File: config.mk
export PLATFORM = sky130hd
export DESIGN_NAME = sfr_framer
export DESIGN_NICKNAME = d
export VERILOG_FILES = /design/src/logic/sfr_framer.v
export VERILOG_INCLUDE_DIRS = /design/src /design/src/pkg
export SDC_FILE = /design/constraint.sdc
export NUM_CORES = 1
export LEC_CHECK = 0
export BUFFER_PORTS_ARGS = -buffer_cell sky130_fd_sc_hd__clkbuf_2
export CAP_MARGIN = 20
export CORE_MARGIN = 4
export CORE_UTILIZATION = 45
export CTS_CLUSTER_DIAMETER = 30
export CTS_CLUSTER_SIZE = 30
export DETAILED_ROUTE_END_ITERATION = 7
export GPL_TIMING_DRIVEN = 0
export PLACE_DENSITY = 0.65
export SETUP_SLACK_MARGIN = 0.4
export SLEW_MARGIN = 20
export SYNTH_ARGS = -nofsm -noshare
export SYNTH_HDL_FRONTEND = slang
export SYNTH_SLANG_ARGS = --single-unit
File: constraint.sdc
create_clock -name CLK_I -period 6.1 [get_ports CLK_I]
set_input_delay 0.61 -clock CLK_I [delete_from_list [all_inputs] [get_ports CLK_I]]
set_output_delay 0.61 -clock CLK_I [all_outputs]
set_load 0.02 [all_outputs]
File: src/pkg/sfr_framer_map.vh
// Constants for the frame generator: frame geometry, pointer byte layout
// and timing. Assumes inclusion by bare name from design files.
`ifndef SFR_FRAMER_MAP_VH
`define SFR_FRAMER_MAP_VH

// ****************************************************************
// Frame geometry
// ****************************************************************
`define SFR_ROWS 4'd9
`define SFR_COLS 7'd90
`define SFR_OVH_COLS 7'd3
`define SFR_ENV_COLS 7'd87
`define SFR_FRAME_BYTES 15'd810
`define SFR_EC_BYTES 10'd783
`define SFR_EC_FIRST 10'd522
`define SFR_PTR_ROW 4'd3
`define SFR_H1_COL 7'd0
`define SFR_H2_COL 7'd1
`define SFR_H3_COL 7'd2

// ****************************************************************
// Pointer bytes
// ****************************************************************
`define SFR_NEWFLAG_OFF 4'h6
`define SFR_NEWFLAG_ON 4'h9
`define SFR_SS_BITS 2'h0
`define SFR_I_MASK 10'h2aa
`define SFR_D_MASK 10'h155
`define SFR_H3_IDLE 8'h00
`define SFR_FILL 8'h00

// ****************************************************************
// Timing
// ****************************************************************
`define SFR_FRAME_NS 125000
`define SFR_CLK_NS 10

`endif

File: src/logic/sfr_framer.v
// Transmit frame generator: 9 x 90 byte frames with pointer bytes.
// Assumes a 100 MHz clock, synchronous inputs, and a source that holds
// payload bytes steady while PAY_VALID_I is high and PAY_READY_O is low.
`timescale 1ns/1ps
`include "sfr_framer_map.vh"

module sfr_framer #(
    parameter FRAME_CYCLES = `SFR_FRAME_NS / `SFR_CLK_NS
)
(
    input wire CLK_I,
    input wire RST_I,
    input wire [7:0] PAY_DATA_I,
    input wire PAY_VALID_I,
    output reg PAY_READY_O,
    input wire [7:0] OVERHEAD_DATA_I,
    input wire [9:0] POINTER_I,
    input wire NEW_DATA_FLAG_I,
    input wire PTR_INC_I,
    input wire PTR_DEC_I,
    output reg [7:0] LINE_DATA_O,
    output reg LINE_VALID_O,
    output reg FRAME_START_O,
    output reg TRANSPORT_OVERHEAD_O,
    output reg PATH_OVERHEAD_O,
    output reg ENVELOPE_START_O,
    output reg UNDERRUN_O
);

    // ****************************************************************
    // Byte tick
    // ****************************************************************
    reg [14:0] acc;
    wire [15:0] acc_sum;
    wire tick;

    assign acc_sum = {1'b0, acc} + {1'b0, `SFR_FRAME_BYTES};
    assign tick = (acc_sum >= FRAME_CYCLES[15:0]);

    always @(posedge CLK_I)
    begin
        if (RST_I)
            acc <= 15'h0000;
        else if (tick)
            acc <= acc_sum[14:0] - FRAME_CYCLES[14:0];
        else
            acc <= acc_sum[14:0];
    end

    // ****************************************************************
    // Payload buffer
    // ****************************************************************
    reg [7:0] buf_mem [0:1];
    reg wr_ptr;
    reg rd_ptr;
    reg [1:0] count;
    wire push;
    wire pop;
    wire [1:0] next_count;

    assign push = PAY_VALID_I && PAY_READY_O;
    assign next_count = count + {1'b0, push} - {1'b0, pop};

    genvar gi;
    generate
        for (gi = 0; gi < 2; gi = gi + 1)
        begin : g_entry
            always @(posedge CLK_I)
            begin
                if (RST_I)
                    buf_mem[gi] <= 8'h00;
                else if (push && (wr_ptr == gi))
                    buf_mem[gi] <= PAY_DATA_I;
            end
        end
    endgenerate

    always @(posedge CLK_I)
    begin
        if (RST_I)
        begin
            wr_ptr <= 1'b0;
            rd_ptr <= 1'b0;
            count <= 2'h0;
            PAY_READY_O <= 1'b1;
        end
        else
        begin
            if (push)
                wr_ptr <= ~wr_ptr;
            if (pop)
                rd_ptr <= ~rd_ptr;
            count <= next_count;
            PAY_READY_O <= (next_count != 2'h2);
        end
    end

    // ****************************************************************
    // Position counters
    // ****************************************************************
    reg [3:0] row;
    reg [6:0] col;
    reg [9:0] ec_idx;
    reg [6:0] env_col;
    reg env_on;
    reg [9:0] ptr_cur;
    reg new_flag_cur;
    reg inc_cur;
    reg dec_cur;
    wire is_ovh;
    wire is_ec;
    wire row_end;
    wire [9:0] cur_ec;
    wire env_start;
    wire is_path_ovh;
    wire pop_req;

    assign is_ovh = (col < `SFR_OVH_COLS);
    assign is_ec = !is_ovh;
    assign row_end = (col == `SFR_COLS - 7'd1);
    assign cur_ec = (row == `SFR_PTR_ROW && col == `SFR_OVH_COLS) ?
                    10'h000 : ec_idx;
    assign env_start = is_ec && (cur_ec == ptr_cur);
    assign is_path_ovh = is_ec && (env_start || (env_on && env_col == 7'd0));
    // Empty buffer ignores the pop so the count cannot wrap
    assign pop_req = tick && is_ec && (env_on || env_start);
    assign pop = pop_req && (count != 2'h0);

    always @(posedge CLK_I)
    begin
        if (RST_I)
        begin
            row <= 4'd0;
            col <= 7'd0;
        end
        else if (tick)
        begin
            if (row_end)
            begin
                col <= 7'd0;
                if (row == `SFR_ROWS - 4'd1)
                    row <= 4'd0;
                else
                    row <= row + 4'd1;
            end
            else
                col <= col + 7'd1;
        end
    end

    always @(posedge CLK_I)
    begin
        if (RST_I)
        begin
            ec_idx <= `SFR_EC_FIRST;
            env_col <= 7'd0;
            env_on <= 1'b0;
        end
        else if (tick && is_ec)
        begin
            if (cur_ec == `SFR_EC_BYTES - 10'd1)
                ec_idx <= 10'h000;
            else
                ec_idx <= cur_ec + 10'd1;
            if (env_start)
            begin
                env_on <= 1'b1;
                env_col <= 7'd1;
            end
            else if (env_on)
            begin
                if (env_col == `SFR_ENV_COLS - 7'd1)
                    env_col <= 7'd0;
                else
                    env_col <= env_col + 7'd1;
            end
        end
    end

    // ****************************************************************
    // Pointer capture
    // ****************************************************************
    always @(posedge CLK_I)
    begin
        if (RST_I)
        begin
            ptr_cur <= 10'h000;
            new_flag_cur <= 1'b0;
            inc_cur <= 1'b0;
            dec_cur <= 1'b0;
        end
        else if (tick && row == 4'd0 && col == 7'd0)
        begin
            ptr_cur <= POINTER_I;
            new_flag_cur <= NEW_DATA_FLAG_I;
            inc_cur <= PTR_INC_I;
            dec_cur <= PTR_DEC_I && !PTR_INC_I;
        end
    end

    // ****************************************************************
    // Byte selection
    // ****************************************************************
    reg [7:0] next_byte;
    reg [9:0] ptr_word;

    always @*
    begin
        ptr_word = ptr_cur;
        if (inc_cur)
            ptr_word = ptr_cur ^ `SFR_I_MASK;
        else if (dec_cur)
            ptr_word = ptr_cur ^ `SFR_D_MASK;
        next_byte = `SFR_FILL;
        if (is_ovh)
        begin
            next_byte = OVERHEAD_DATA_I;
            if (row == `SFR_PTR_ROW)
            begin
                case (col)
                    `SFR_H1_COL:
                        next_byte = {new_flag_cur ? `SFR_NEWFLAG_ON :
                                     `SFR_NEWFLAG_OFF,
                                     `SFR_SS_BITS, ptr_word[9:8]};
                    `SFR_H2_COL:
                        next_byte = ptr_word[7:0];
                    `SFR_H3_COL:
                        next_byte = `SFR_H3_IDLE;
                    default:
                        next_byte = OVERHEAD_DATA_I;
                endcase
            end
        end
        else if ((env_on || env_start) && count != 2'h0)
            next_byte = buf_mem[rd_ptr];
    end

    // ****************************************************************
    // Line outputs
    // ****************************************************************
    always @(posedge CLK_I)
    begin
        if (RST_I)
        begin
            LINE_DATA_O <= 8'h00;
            LINE_VALID_O <= 1'b0;
            FRAME_START_O <= 1'b0;
            TRANSPORT_OVERHEAD_O <= 1'b0;
            PATH_OVERHEAD_O <= 1'b0;
            ENVELOPE_START_O <= 1'b0;
            UNDERRUN_O <= 1'b0;
        end
        else
        begin
            LINE_VALID_O <= tick;
            LINE_DATA_O <= tick ? next_byte : 8'h00;
            FRAME_START_O <= tick && row == 4'd0 && col == 7'd0;
            TRANSPORT_OVERHEAD_O <= tick && is_ovh;
            PATH_OVERHEAD_O <= tick && is_path_ovh;
            ENVELOPE_START_O <= tick && env_start;
            UNDERRUN_O <= pop_req && count == 2'h0;
        end
    end

endmodule // sfr_framer

==> summary.md, run 1 <==
The run gives 47 as the number of placed I/O pins. The run finished with clean final reports. Data on the critical path is required at its endpoint by 6350 ps. The logs give 0 for the number of slew-limit violations in the final report and 0 ps for the setup total negative slack. By instance count, the leading cell after synthesis is nor2_1. The congestion estimate from routability-driven global placement came to 0.882.

Detailed router's first-iteration violation count: 283. The number of flops mapped to enable cells by yosys came out at 16. Counting flops with an async set or reset pin after synthesis yields a share of 0%. The portion of synthesized area spent on multiplexers is 4.58%. The total detailed-routing wirelength was 12.6 mm; the share of layout cells above drive strength 1 was 13.8%. The total of flip-flops plus latches after synthesis works out to 92. After detailed placement, the design holds a cell count of 769.

The power density relative to cell area was 218 mW/mm^2; the clock latency on the worst-skew pair was 380 ps. The worst vdd rail ir drop was 0.000134 V; the detailed-route vias per instance was 5.76. Summing all flip-flop and latch instances after layout gives 0.00200 mm^2. For the total CTS buffers, the log shows 9. The commonest cells after synthesis are 83 x nor2_1, 76 x dfxtp_1, 41 x nand2_1.

The buffer cell driving the clock tree root was clkbuf_8. The final cycle utilization of the critical path was 69.9%. The layout overhead on the synthesized area was 11.8%. After synthesis, the largest family of logic cells by area is simple AND/OR/NAND/NOR gates. The run gives 0 as the count of endpoints failing hold in the final timing report. Entering global routing, the biggest net connects 17 pins.

Excluding fillers, the count of instances in the completed layout stands at 785. The worst pin sits at a relative slew slack of 39.6%. The logs give 0 for the total setup buffers inserted after CTS and 583 for the number of instances in the synthesized netlist. The top flip-flop cell by instance count after synthesis was dfxtp_1. Input and output buffers added on the ports amount to 46.

Number of inserted diodes: 0. Setup repair after global routing left no endpoint under its margin. Initial antenna violation count: 0. The total core area was 0.0109 mm^2. Data on the critical path arrives at its endpoint at 4520 ps. Max-cap violations in this run came to 0. The logs give 0.00562 mm^2 for the area of all placed cells without fillers and 2.13 nW for the leakage component of the power.

The startpoint class of the critical path is a flip-flop. The shortest clock period the worst path allows after layout came out at 4260 ps. The number of nets in the layout was 688.

Measured along the x axis, the die boundary spans 114 um. Actual slew at the worst max-slew pin: 898 ps. The clock arrives with 21.9 ps of skew. For the H-tree level count, the log shows 3.

The first global-routing pass estimated 21.0 mm of wire. The number of nets in the synthesized netlist is 631. Once placement finished, the instance area stood at 0.00543 mm^2. Highest net fanout along the worst path: 10.

In the post-synthesis netlist, the biggest area contributors are dfxtp_1 30%, edfxtp_1 9.6%, nor2_1 6.2%. The cell area that synthesis handed to floorplanning was 0.00503 mm^2. A synthesized cell averages 8.63 um^2.

The critical path in this run is classified as flip-flop to flip-flop. Summing the areas of all compound-gate instances in the mapped netlist gives 18.1% of the synthesized area. The post-cts resize count is 0. dfxtp_1 takes more of the synthesized area than any other cell. Static timing analysis puts the maximum clock frequency at 234 MHz.

The layout has 1,027 filler cells. Setup violations remaining at the end of the flow were counted as 0. The logs give 92 for the clock sink count and 0 for the hold buffer count at CTS. After detailed routing, the number of remaining DRC violations is 0. In the final layout, the multi-input gates occupy 0.00283 mm^2. After global routing the overflow that remains totals 0. Clock-pin slew was measured on the worst setup and hold paths at 90 ps. The sequential element share of the synthesized area came out at 39.8%.

The area of the die is 0.0129 mm^2. The sum of internal, switching and leakage power came out at 1.23 mW. The adder-cell share of the synthesized area was 3.98%; the total global routing track utilization was 20.2%. Of the total synthesized cell area, the portion taken by XOR and XNOR cells is 6.10%. The count of warnings emitted by yosys was 0; the area fraction in and, or, nand and nor cells after synthesis was 23.3%.

The height of the chip works out to 114 um. Once detailed placement completed, the half-perimeter wirelength came to 9.38 mm. The initial utilization of the core area, before any placement, comes to 46.2%. The run gives 4,256 as the number of global-route vias before repair. The path class of the lowest-slack min-delay path was primary input to flip-flop.

TritonCTS built the clock tree. The synthesized netlist contains 68 unique library cells. For the number of vias in the routed layout, the log shows 4,521.

The proportion of netlist area held by the largest area contributor was 30.3%; the final antenna-violating net count was 0. The initialized floorplan defines 38 standard-cell rows. The worst setup path is captured at a flip-flop. Maximum root-to-sink buffer count: 2. For the first-pass detailed-route iteration total, the log shows 5. After detailed routing, the average wire length per cell comes to 16.1 um.
[stage by stage]
stage                     hold WS (ps)  util (%)  setup WS [ps]
after floorplan                    445         -           2610
after global placement             464      49.9           2020
after detailed placement           477      49.9           1930
after CTS                          459      51.6           1900
after global routing               483      51.6           1490
final                              471      51.6           1840
[area by class of cell]
cell class | instances | share of cell area (%)
Buffer | 28 | 2.23
Clock buffer | 10 | 2.45
Clock inverter | 6 | 0.801
Inverter | 22 | 1.47
Multi-Input combinational cell | 441 | 50.2
Sequential cell | 92 | 35.6
Tap cell | 140 | 3.12
Timing Repair Buffer | 46 | 4.09
[cells in the final DEF (no fill, tap or decap), drive strengths merged, types with 3 or more instances in the layout]
cell type | synthesis | final
buf | 13 | 13
or4 | 4 | 4
mux2 | 8 | 8
dfxtp | 76 | 76
a32oi | 4 | 4
or3 | 4 | 4
nand3 | 20 | 20
xor2 | 11 | 11
inv | 22 | 24
o22ai | 5 | 5
a221o | 4 | 4
nor3b | 3 | 3
a31oi | 3 | 3
a22oi | 4 | 4
nand2 | 41 | 41
a21oi | 39 | 39
xnor2 | 24 | 24
and3 | 11 | 11
o21ai | 32 | 32
a211oi | 5 | 5
nor2 | 83 | 83
ha | 16 | 16
and2 | 23 | 23
clkbuf | 15 | 71
a311oi | 3 | 3
edfxtp | 16 | 16
nor3 | 11 | 11
nand3b | 3 | 3
o221ai | 4 | 4
a221oi | 5 | 5
mux2i | 14 | 14
o211ai | 4 | 4
nor4 | 7 | 7
nor2b | 6 | 6
nand4 | 12 | 12
[state kept, by name (all words and copies together), names as in the netlist, 2 cells and up, named ones only]
| register | flops |
|---|---|
| env_col | 7 |
| buf_mem | 16 |
| count | 2 |
| ec_idx | 10 |
| ptr_cur | 10 |
| row | 4 |
| LINE_DATA_O | 8 |
| acc | 14 |
| col | 7 |
[worst max-delay path: stages (launching register included)]
cell	delay [ps]
dfxtp_1	380
ha_1	200
nor3b_1	650
nand4bb_1	460
and3_1	340
o22ai_1	230
a211oi_4	180
o211ai_1	230
buf_2	270
nor2_1	90
ha_1	290
inv_1	40
ha_1	170
xor2_1	150
xnor2_1	140
or3_1	320
[final timing paths]
path,start,end,slack [ps],cells past startpoint
worst max register to register,row[1],PAY_READY_O,1840,15
worst min-delay path,POINTER_I[9],ptr_cur[9],470,3
worst min register to register,dec_cur,dec_cur,490,2
worst max-delay path,row[1],PAY_READY_O,1840,15
[kinds of logic after synthesis]
| family | count (synthesis) |
|---|---|
| AND/OR/NAND/NOR | 236 |
| XOR/XNOR | 35 |
| flip-flops | 92 |
| adder cells (fa/ha/maj) | 16 |
| buffers and inverters | 50 |
| AO/OA/AOI/OAI | 132 |
| multiplexers | 22 |
[power by group]
part           total (mW)  switching [mW]  internal (mW)
Combinational       0.173           0.104         0.0698
Sequential          0.660          0.0166          0.644
Clock               0.391           0.230          0.162
[layer usage]
| metal | routed length, um | GRT usage [%] | part of all wire, % |
|---|---|---|---|
| met4 | 242 | 7.05 | 1.9 |
| met5 | 0 | 0 | 0 |
| met1 | 5860 | 27.6 | 46 |
| met2 | 5840 | 32.1 | 46 |
| met3 | 673 | 3.61 | 5.3 |
Power figures use the tool's default switching activity.
==> inputs of run 2 (changes only) <==
- clock period: 6.1 -> 4.3 ns (I/O delays scaled with it)
==> summary.md, run 2 (synthesis gave the netlist of run 1 again) <==
The average detailed-routed wire length per instance is 16.2 um. The horizontal die dimension works out to 114 um. Power spread over the standard cell area amounts to 305 mW/mm^2. The number of filler cells placed in the layout came out at 1,018. Buffers inserted during clock tree synthesis total 9. Number of nets in the layout: 696. For the fraction of power consumed by the clock network, the log shows 31.6%. The critical path goes through ha_1 -> nor3b_4 -> and4bb_1 -> buf_4 -> nor4_1 -> o2111ai_1 -> a211oi_4 -> o211ai_1 -> buf_4 -> nor2_1 -> ha_1 -> inv_1 -> ha_1 -> xor2_1 -> xnor2_1 -> or3_1.

The number of placed I/O pins was 47; the maximum root-to-sink buffer count was 2. The die is 114 um tall. The tree built by TritonCTS fans out to 92 sinks. The hold buffer count at CTS is 0, and the number of vias in the routed layout is 4,556. Kind of critical path: flip-flop to flip-flop.

Max-cap violations in this run came to 0. The run gives 0 as the count of endpoints failing hold in the final timing report. The H-tree was split into 3 levels.

Global routing consumed, on the met1 layer, 27.8% of the routing resources. buf_mem holds more flip-flops than any other register. The run gives 0.0109 mm^2 as the total core area. Counting stages on the worst path, the most repeated cell is ha_1. Global-route met2 utilization: 32.4%. The estimated wirelength of the detail-placed design is 9.38 mm. The area growth from synthesis to layout is 14.2%. The repair_antennas step left the layout with diodes totalling 0.

Internal power comes to 1.25 mW. The worst vdd rail ir drop came out at 0.000191 V. Initial core utilization: 46.2%. The run gives 53.6% as the sequential power share. Across every metal layer, demand over resource in global routing totals 20.2%. For this run, the detailed router's first-pass iteration total came to 5. The area of all placed cells without fillers came out at 0.00574 mm^2. Clock-pin slew was measured on the worst setup and hold paths at 90 ps. The logs give 380 ps for the clock latency on the worst-skew pair and 342 for the detailed router's first-iteration violation count. Summing all placed instances gives a cell area of 0.00543 mm^2. Net switching is 28.8% of the power.

At the worst endpoint, the required time is 4550 ps. The initialized floorplan defines 38 standard-cell rows. The tools report the category of the worst setup path capture point as a flip-flop. The run finished with clean final reports. The analysis attributes to cell leakage a power of 2.19 nW. Entering global routing, the biggest net connects 17 pins.

The placer's final routability congestion estimate was 0.882. For the final database, setup skew stands at 20.5 ps. Startpoint class of the critical path: a flip-flop. Across all hold checks on the routed design, the worst slack comes to 291 ps.

The routed design has 12.9 mm of wire. The post-layout instance count excluding filler cells was 793. The met3 usage in global routing is 3.55%. The analysis attributes to net switching a power of 0.504 mW. The min-delay analysis places its worst path in the category primary input to flip-flop. Setup repair after global routing left no endpoint under its margin. TritonCTS built the clock tree.

Port buffering added 46 buffers. The tree is rooted in a clkbuf_8. The first-pass GRT wire length was 21.1 mm; the sum of internal, switching and leakage power was 1.75 mW. The number of slew-limit violations in the final report is 0, and the final cycle utilization of the critical path is 86.4%. For the worst setup margin, the log shows 585 ps. The highest-utilization routing layer at the global route stage is met2.

At the worst endpoint, the arrival time is 3970 ps. The highest net fanout along the worst path was 10. The total congestion overflow after global routing was 0. The path depth of the worst reg2reg path works out to 16. The top cell types in the final layout, fill and taps aside, are 83 x nor2_1, 76 x dfxtp_1, 46 x clkbuf_2. The register with the most flip-flops in the layout has 16 of them. In the final timing run, aggregate negative setup slack is 0 ps.

The tools report the utilization after layout as 52.8%. The normalized max-slew margin was 39.1%. The critical-path cell with the highest stage delay is a211oi_4. Combinational logic burns 14.8% of the power. Number of global-route vias before repair: 4,253. On the worst path, the slowest cell contributes a delay of 370 ps. Of the cells placed in the final design, the portion with a size suffix greater than 1 is 16.1%. The detailed-route vias per instance was 5.75. The largest registers in the layout are buf_mem: 16 flops, acc: 14 flops.

Subtracting the final worst setup slack from the clock period gives 3720 ps. The worst hold path was traced through 3 stages. For the total DRC errors in the routed layout, the log shows 0.

For this run, the top clock speed supported by timing is 269 MHz. Initial antenna violation count: 0. The number of cells in the design after placement is 769.

The die covers 0.0129 mm^2. Once detail routing completed, the nets flagged for antenna violations numbered 0. For the pin with the worst max-slew slack, the measured transition is 907 ps.

The commonest non-fill, non-tap cell in the layout was nor2_1. Setup violations remaining at the end of the flow were counted as 0. The setup slack after placement was 132 ps.
-- run 2: layer usage --
metal	up-vias	part of all wire [%]
met2	137	47
met5	-	0
met3	20	5.1
met4	0	1.6
met1	2169	47
li1	2230	-
-- run 2: final timing paths --
path	startpoint	end	slack [ps]
hold / removal	POINTER_I[9]	ptr_cur[9]	290
setup / recovery	row[0]	PAY_READY_O	580
setup reg to reg	row[0]	PAY_READY_O	580
hold reg to reg	dec_cur	dec_cur	500
-- run 2: cell type report --
type	instances	area, um^2	area share [%]
buffer	28	128	2.22
clock buffer	10	138	2.40
clock inverter	6	45.0	0.784
inverter	22	82.6	1.44
multi-input combinational	441	2880	50.2
sequential	92	2000	34.9
tap	140	175	3.05
timing repair buffer	54	290	5.05
-- run 2: worst max-delay path, delay by kind of cell, from the launching register on --
kind,cells,cell delay (ps)
AO/OA/AOI/OAI,3,740
adder cells (fa/ha/maj),3,630
AND/OR/NAND/NOR,5,1190
flip-flops,1,350
XOR/XNOR,2,270
buffers and inverters,3,410
-- run 2: what timing repair did --
action,in CTS,in global routing
gates cloned,0,0
buffers inserted,0,8
pin swaps,2,3
setup endpoints to repair,2,2
gates resized for setup,3,9
-- run 2: power groups by stage --
stage | clock network [mW] | logic, mW | registers, mW
floorplan | 0 | 0.183 | 0.951
global placement | 0 | 0.237 | 0.955
detailed placement | 0 | 0.243 | 0.956
CTS | 0.570 | 0.245 | 0.937
global route | 0.613 | 0.286 | 0.943
finish | 0.553 | 0.259 | 0.937
==> inputs of run 3 (changes only) <==
- CAP_MARGIN: 20 -> 10
- RECOVER_POWER: unset -> 25
==> summary.md, run 3 (synthesis gave the netlist of run 1 again) <==
The flow ran to the end, and the final reports show no timing, DRC or antenna violations. The run gives 0 ps as the setup total negative slack. The internal power consumption came out at 1.25 mW. In this run the remaining antenna-violating nets after routing total 0. The critical-path cell with the highest stage delay is a211oi_4.

Number of slew-limit violations in the final report: 0. Traced cell by cell, the critical path runs through ha_1 -> nor3b_4 -> and4bb_1 -> buf_4 -> nor4_1 -> o2111ai_1 -> a211oi_4 -> o211ai_1 -> buf_4 -> nor2_1 -> ha_1 -> inv_1 -> ha_1 -> xor2_1 -> xnor2_1 -> or3_1. Number of global-route vias before repair: 4,253. The run gives 31.7% as the fraction of power consumed by the clock network. The leakage component of the power was 2.13 nW; the actual slew at the worst max-slew pin was 891 ps. Combinational logic burns 14.8% of the power. In this run, the number of DRC markers left after iteration 0 of detailed routing was 313. Net switching power: 0.506 mW. The flip-flop count of the largest register, all copies and words added is 16, and the final cycle utilization of the critical path is 85.9%.

Normalized max-slew margin: 40.2%. The root buffer cell chosen for the clock tree is clkbuf_8. Once placement finished, the instance area stood at 0.00543 mm^2. The tools report the number of setup violations in the final report as 0. The top cell types in the final layout, fill and taps aside, are 83 x nor2_1, 76 x dfxtp_1, 41 x nand2_1. The clock sink count is 92. The die covers 0.0129 mm^2. The run gives 0.00572 mm^2 as the area of all placed cells without fillers. For the first-pass detailed-route iteration total, the log shows 5. The clock arrives with 19.5 ps of skew.

The run gives 0 as the number of inserted diodes. Measured along the x axis, the die boundary spans 114 um. The average detailed-routed wire length per instance was 16.2 um. For this run, design rule violations remaining after detail routing come to 0. The cell that appears most often on the critical path is ha_1. Compared with the post-synthesis result, the final layout area differs by 13.8%. For this configuration, the core starts out at a cell density of 46.2%. The tools report the maximum root-to-sink buffer count as 2.

The detailed-route vias per instance is 5.71. The count of input and output buffers was 46; the height of the chip was 114 um. The logs give 53.5% for the sequential power share and 271 MHz for the highest achievable clock rate.

The share of layout cells above drive strength 1 came out at 13.6%. In this run the power density over the cells is 306 mW/mm^2. After clock tree synthesis, the flow added hold-fix buffers numbering 0. The worst path in the final design needs a cycle of 3690 ps, including I/O delays and setup. After clock tree synthesis, the clock-pin slew on the worst setup and hold paths is 90 ps.

For the initial antenna violation count, the log shows 0. STA classifies the critical path endpoint as a flip-flop. The startpoint class of the critical path was a flip-flop.

The clock latency on the worst-skew pair is 380 ps. The first global-routing pass estimated 21.1 mm of wire. The number of clock buffers added by TritonCTS is 9. After floorplanning, the core was divided into 38 placement rows. TritonCTS built the clock tree. Across the VDD grid, the largest voltage drop is 0.000191 V. The highest net fanout along the worst path works out to 10. The top register by number of flip-flops is buf_mem. Setup slack on the worst reg-to-reg path comes out at 610 ps. The largest registers in the layout are buf_mem: 16 flops, acc: 14 flops.

By startpoint and endpoint, the worst setup path is classified as flip-flop to flip-flop. The maximum number of pins on one net before global-route repair is 17, and the total detailed-routing wirelength is 12.8 mm. The run gives 0 as the number of max-cap violations. The path class of the lowest-slack min-delay path was primary input to flip-flop. The number of placed I/O pins is 47. For the estimated wirelength of the detail-placed design, the log shows 9.38 mm. STA puts the critical path data required time at 4550 ps. Count of endpoints failing hold in the final timing report: 0.

In this design, the stage delay of the slowest critical-path cell is 380 ps. The share of total power consumed by net switching came out at 28.9%. Across every metal layer, demand over resource in global routing totals 20.2%. The worst endpoint data arrival time was 3940 ps; the total core area was 0.0109 mm^2.

The total congestion overflow after global routing is 0, and the H-tree level count is 3. The number of vias in the routed layout is 4,531. At the end of routability-driven placement, the weighted congestion stood at 0.882. The number of nets in the layout was 696.

Setup repair after global routing left no endpoint under its margin. Leaving out fill and tap cells, the most frequent cell in the layout is nor2_1.
## run 3: cell type report
cell class	count	area, um^2
Buffer	28	128
Tap cell	140	175
Sequential cell	92	2000
Clock inverter	6	45.0
Fill cell	1030	5160
Inverter	22	82.6
Multi-Input combinational cell	441	2880
Timing Repair Buffer	54	270
Clock buffer	10	138
## run 3: metrics by stage
stage	util [%]	total power, mW	cells	hold WS [ps]	setup slack, ps
3_5_place_dp	49.9	1.20	769	477	132
5_1_grt	52.6	1.84	793	303	340
3_3_place_gp	49.9	1.19	769	464	216
6_report	52.6	1.75	793	292	606
2_1_floorplan	-	1.13	583	445	806
4_1_cts	51.7	1.75	785	279	405
## run 3: what timing repair did
action                                  4_1_cts  5_1_grt
setup buffers                                 0        8
resized for setup                             3        9
pin swaps                                     2        3
endpoints found under the setup margin        2        2
## run 3: metal layers
| metal | vias to the layer above | global-route usage [%] | wire length (um) | part of all wire (%) |
|---|---|---|---|---|
| met2 | 126 | 32.4 | 5990 | 47 |
| li1 | 2238 | - | - | - |
| met1 | 2149 | 27.8 | 5950 | 46 |
| met4 | 0 | 6.65 | 210 | 1.6 |
| met5 | - | 0 | 0 | 0 |
| met3 | 18 | 3.55 | 696 | 5.4 |
## run 3: power groups by stage
| stage | clock network [mW] | registers, mW | logic (mW) |
|---|---|---|---|
| 3_3_place_gp | 0 | 0.955 | 0.237 |
| 3_5_place_dp | 0 | 0.956 | 0.243 |
| 2_1_floorplan | 0 | 0.951 | 0.183 |
| 6_report | 0.555 | 0.937 | 0.259 |
| 5_1_grt | 0.613 | 0.943 | 0.286 |
| 4_1_cts | 0.570 | 0.937 | 0.245 |
## run 3: path summary, 6_finish.rpt
kind / start / to / cells after the start
max reg2reg: row[0] / PAY_READY_O / 16
max: row[0] / PAY_READY_O / 16
min: POINTER_I[9] / ptr_cur[9] / 3
min reg2reg: dec_cur / dec_cur / 2
## run 3: worst max-delay path, delay by kind of cell, from the launching register on
kind	cells	cell delay [ps]
flip-flops	1	350
adder cells (fa/ha/maj)	3	620
AND/OR/NAND/NOR	5	1160
AO/OA/AOI/OAI	3	760
buffers and inverters	3	410
XOR/XNOR	2	270
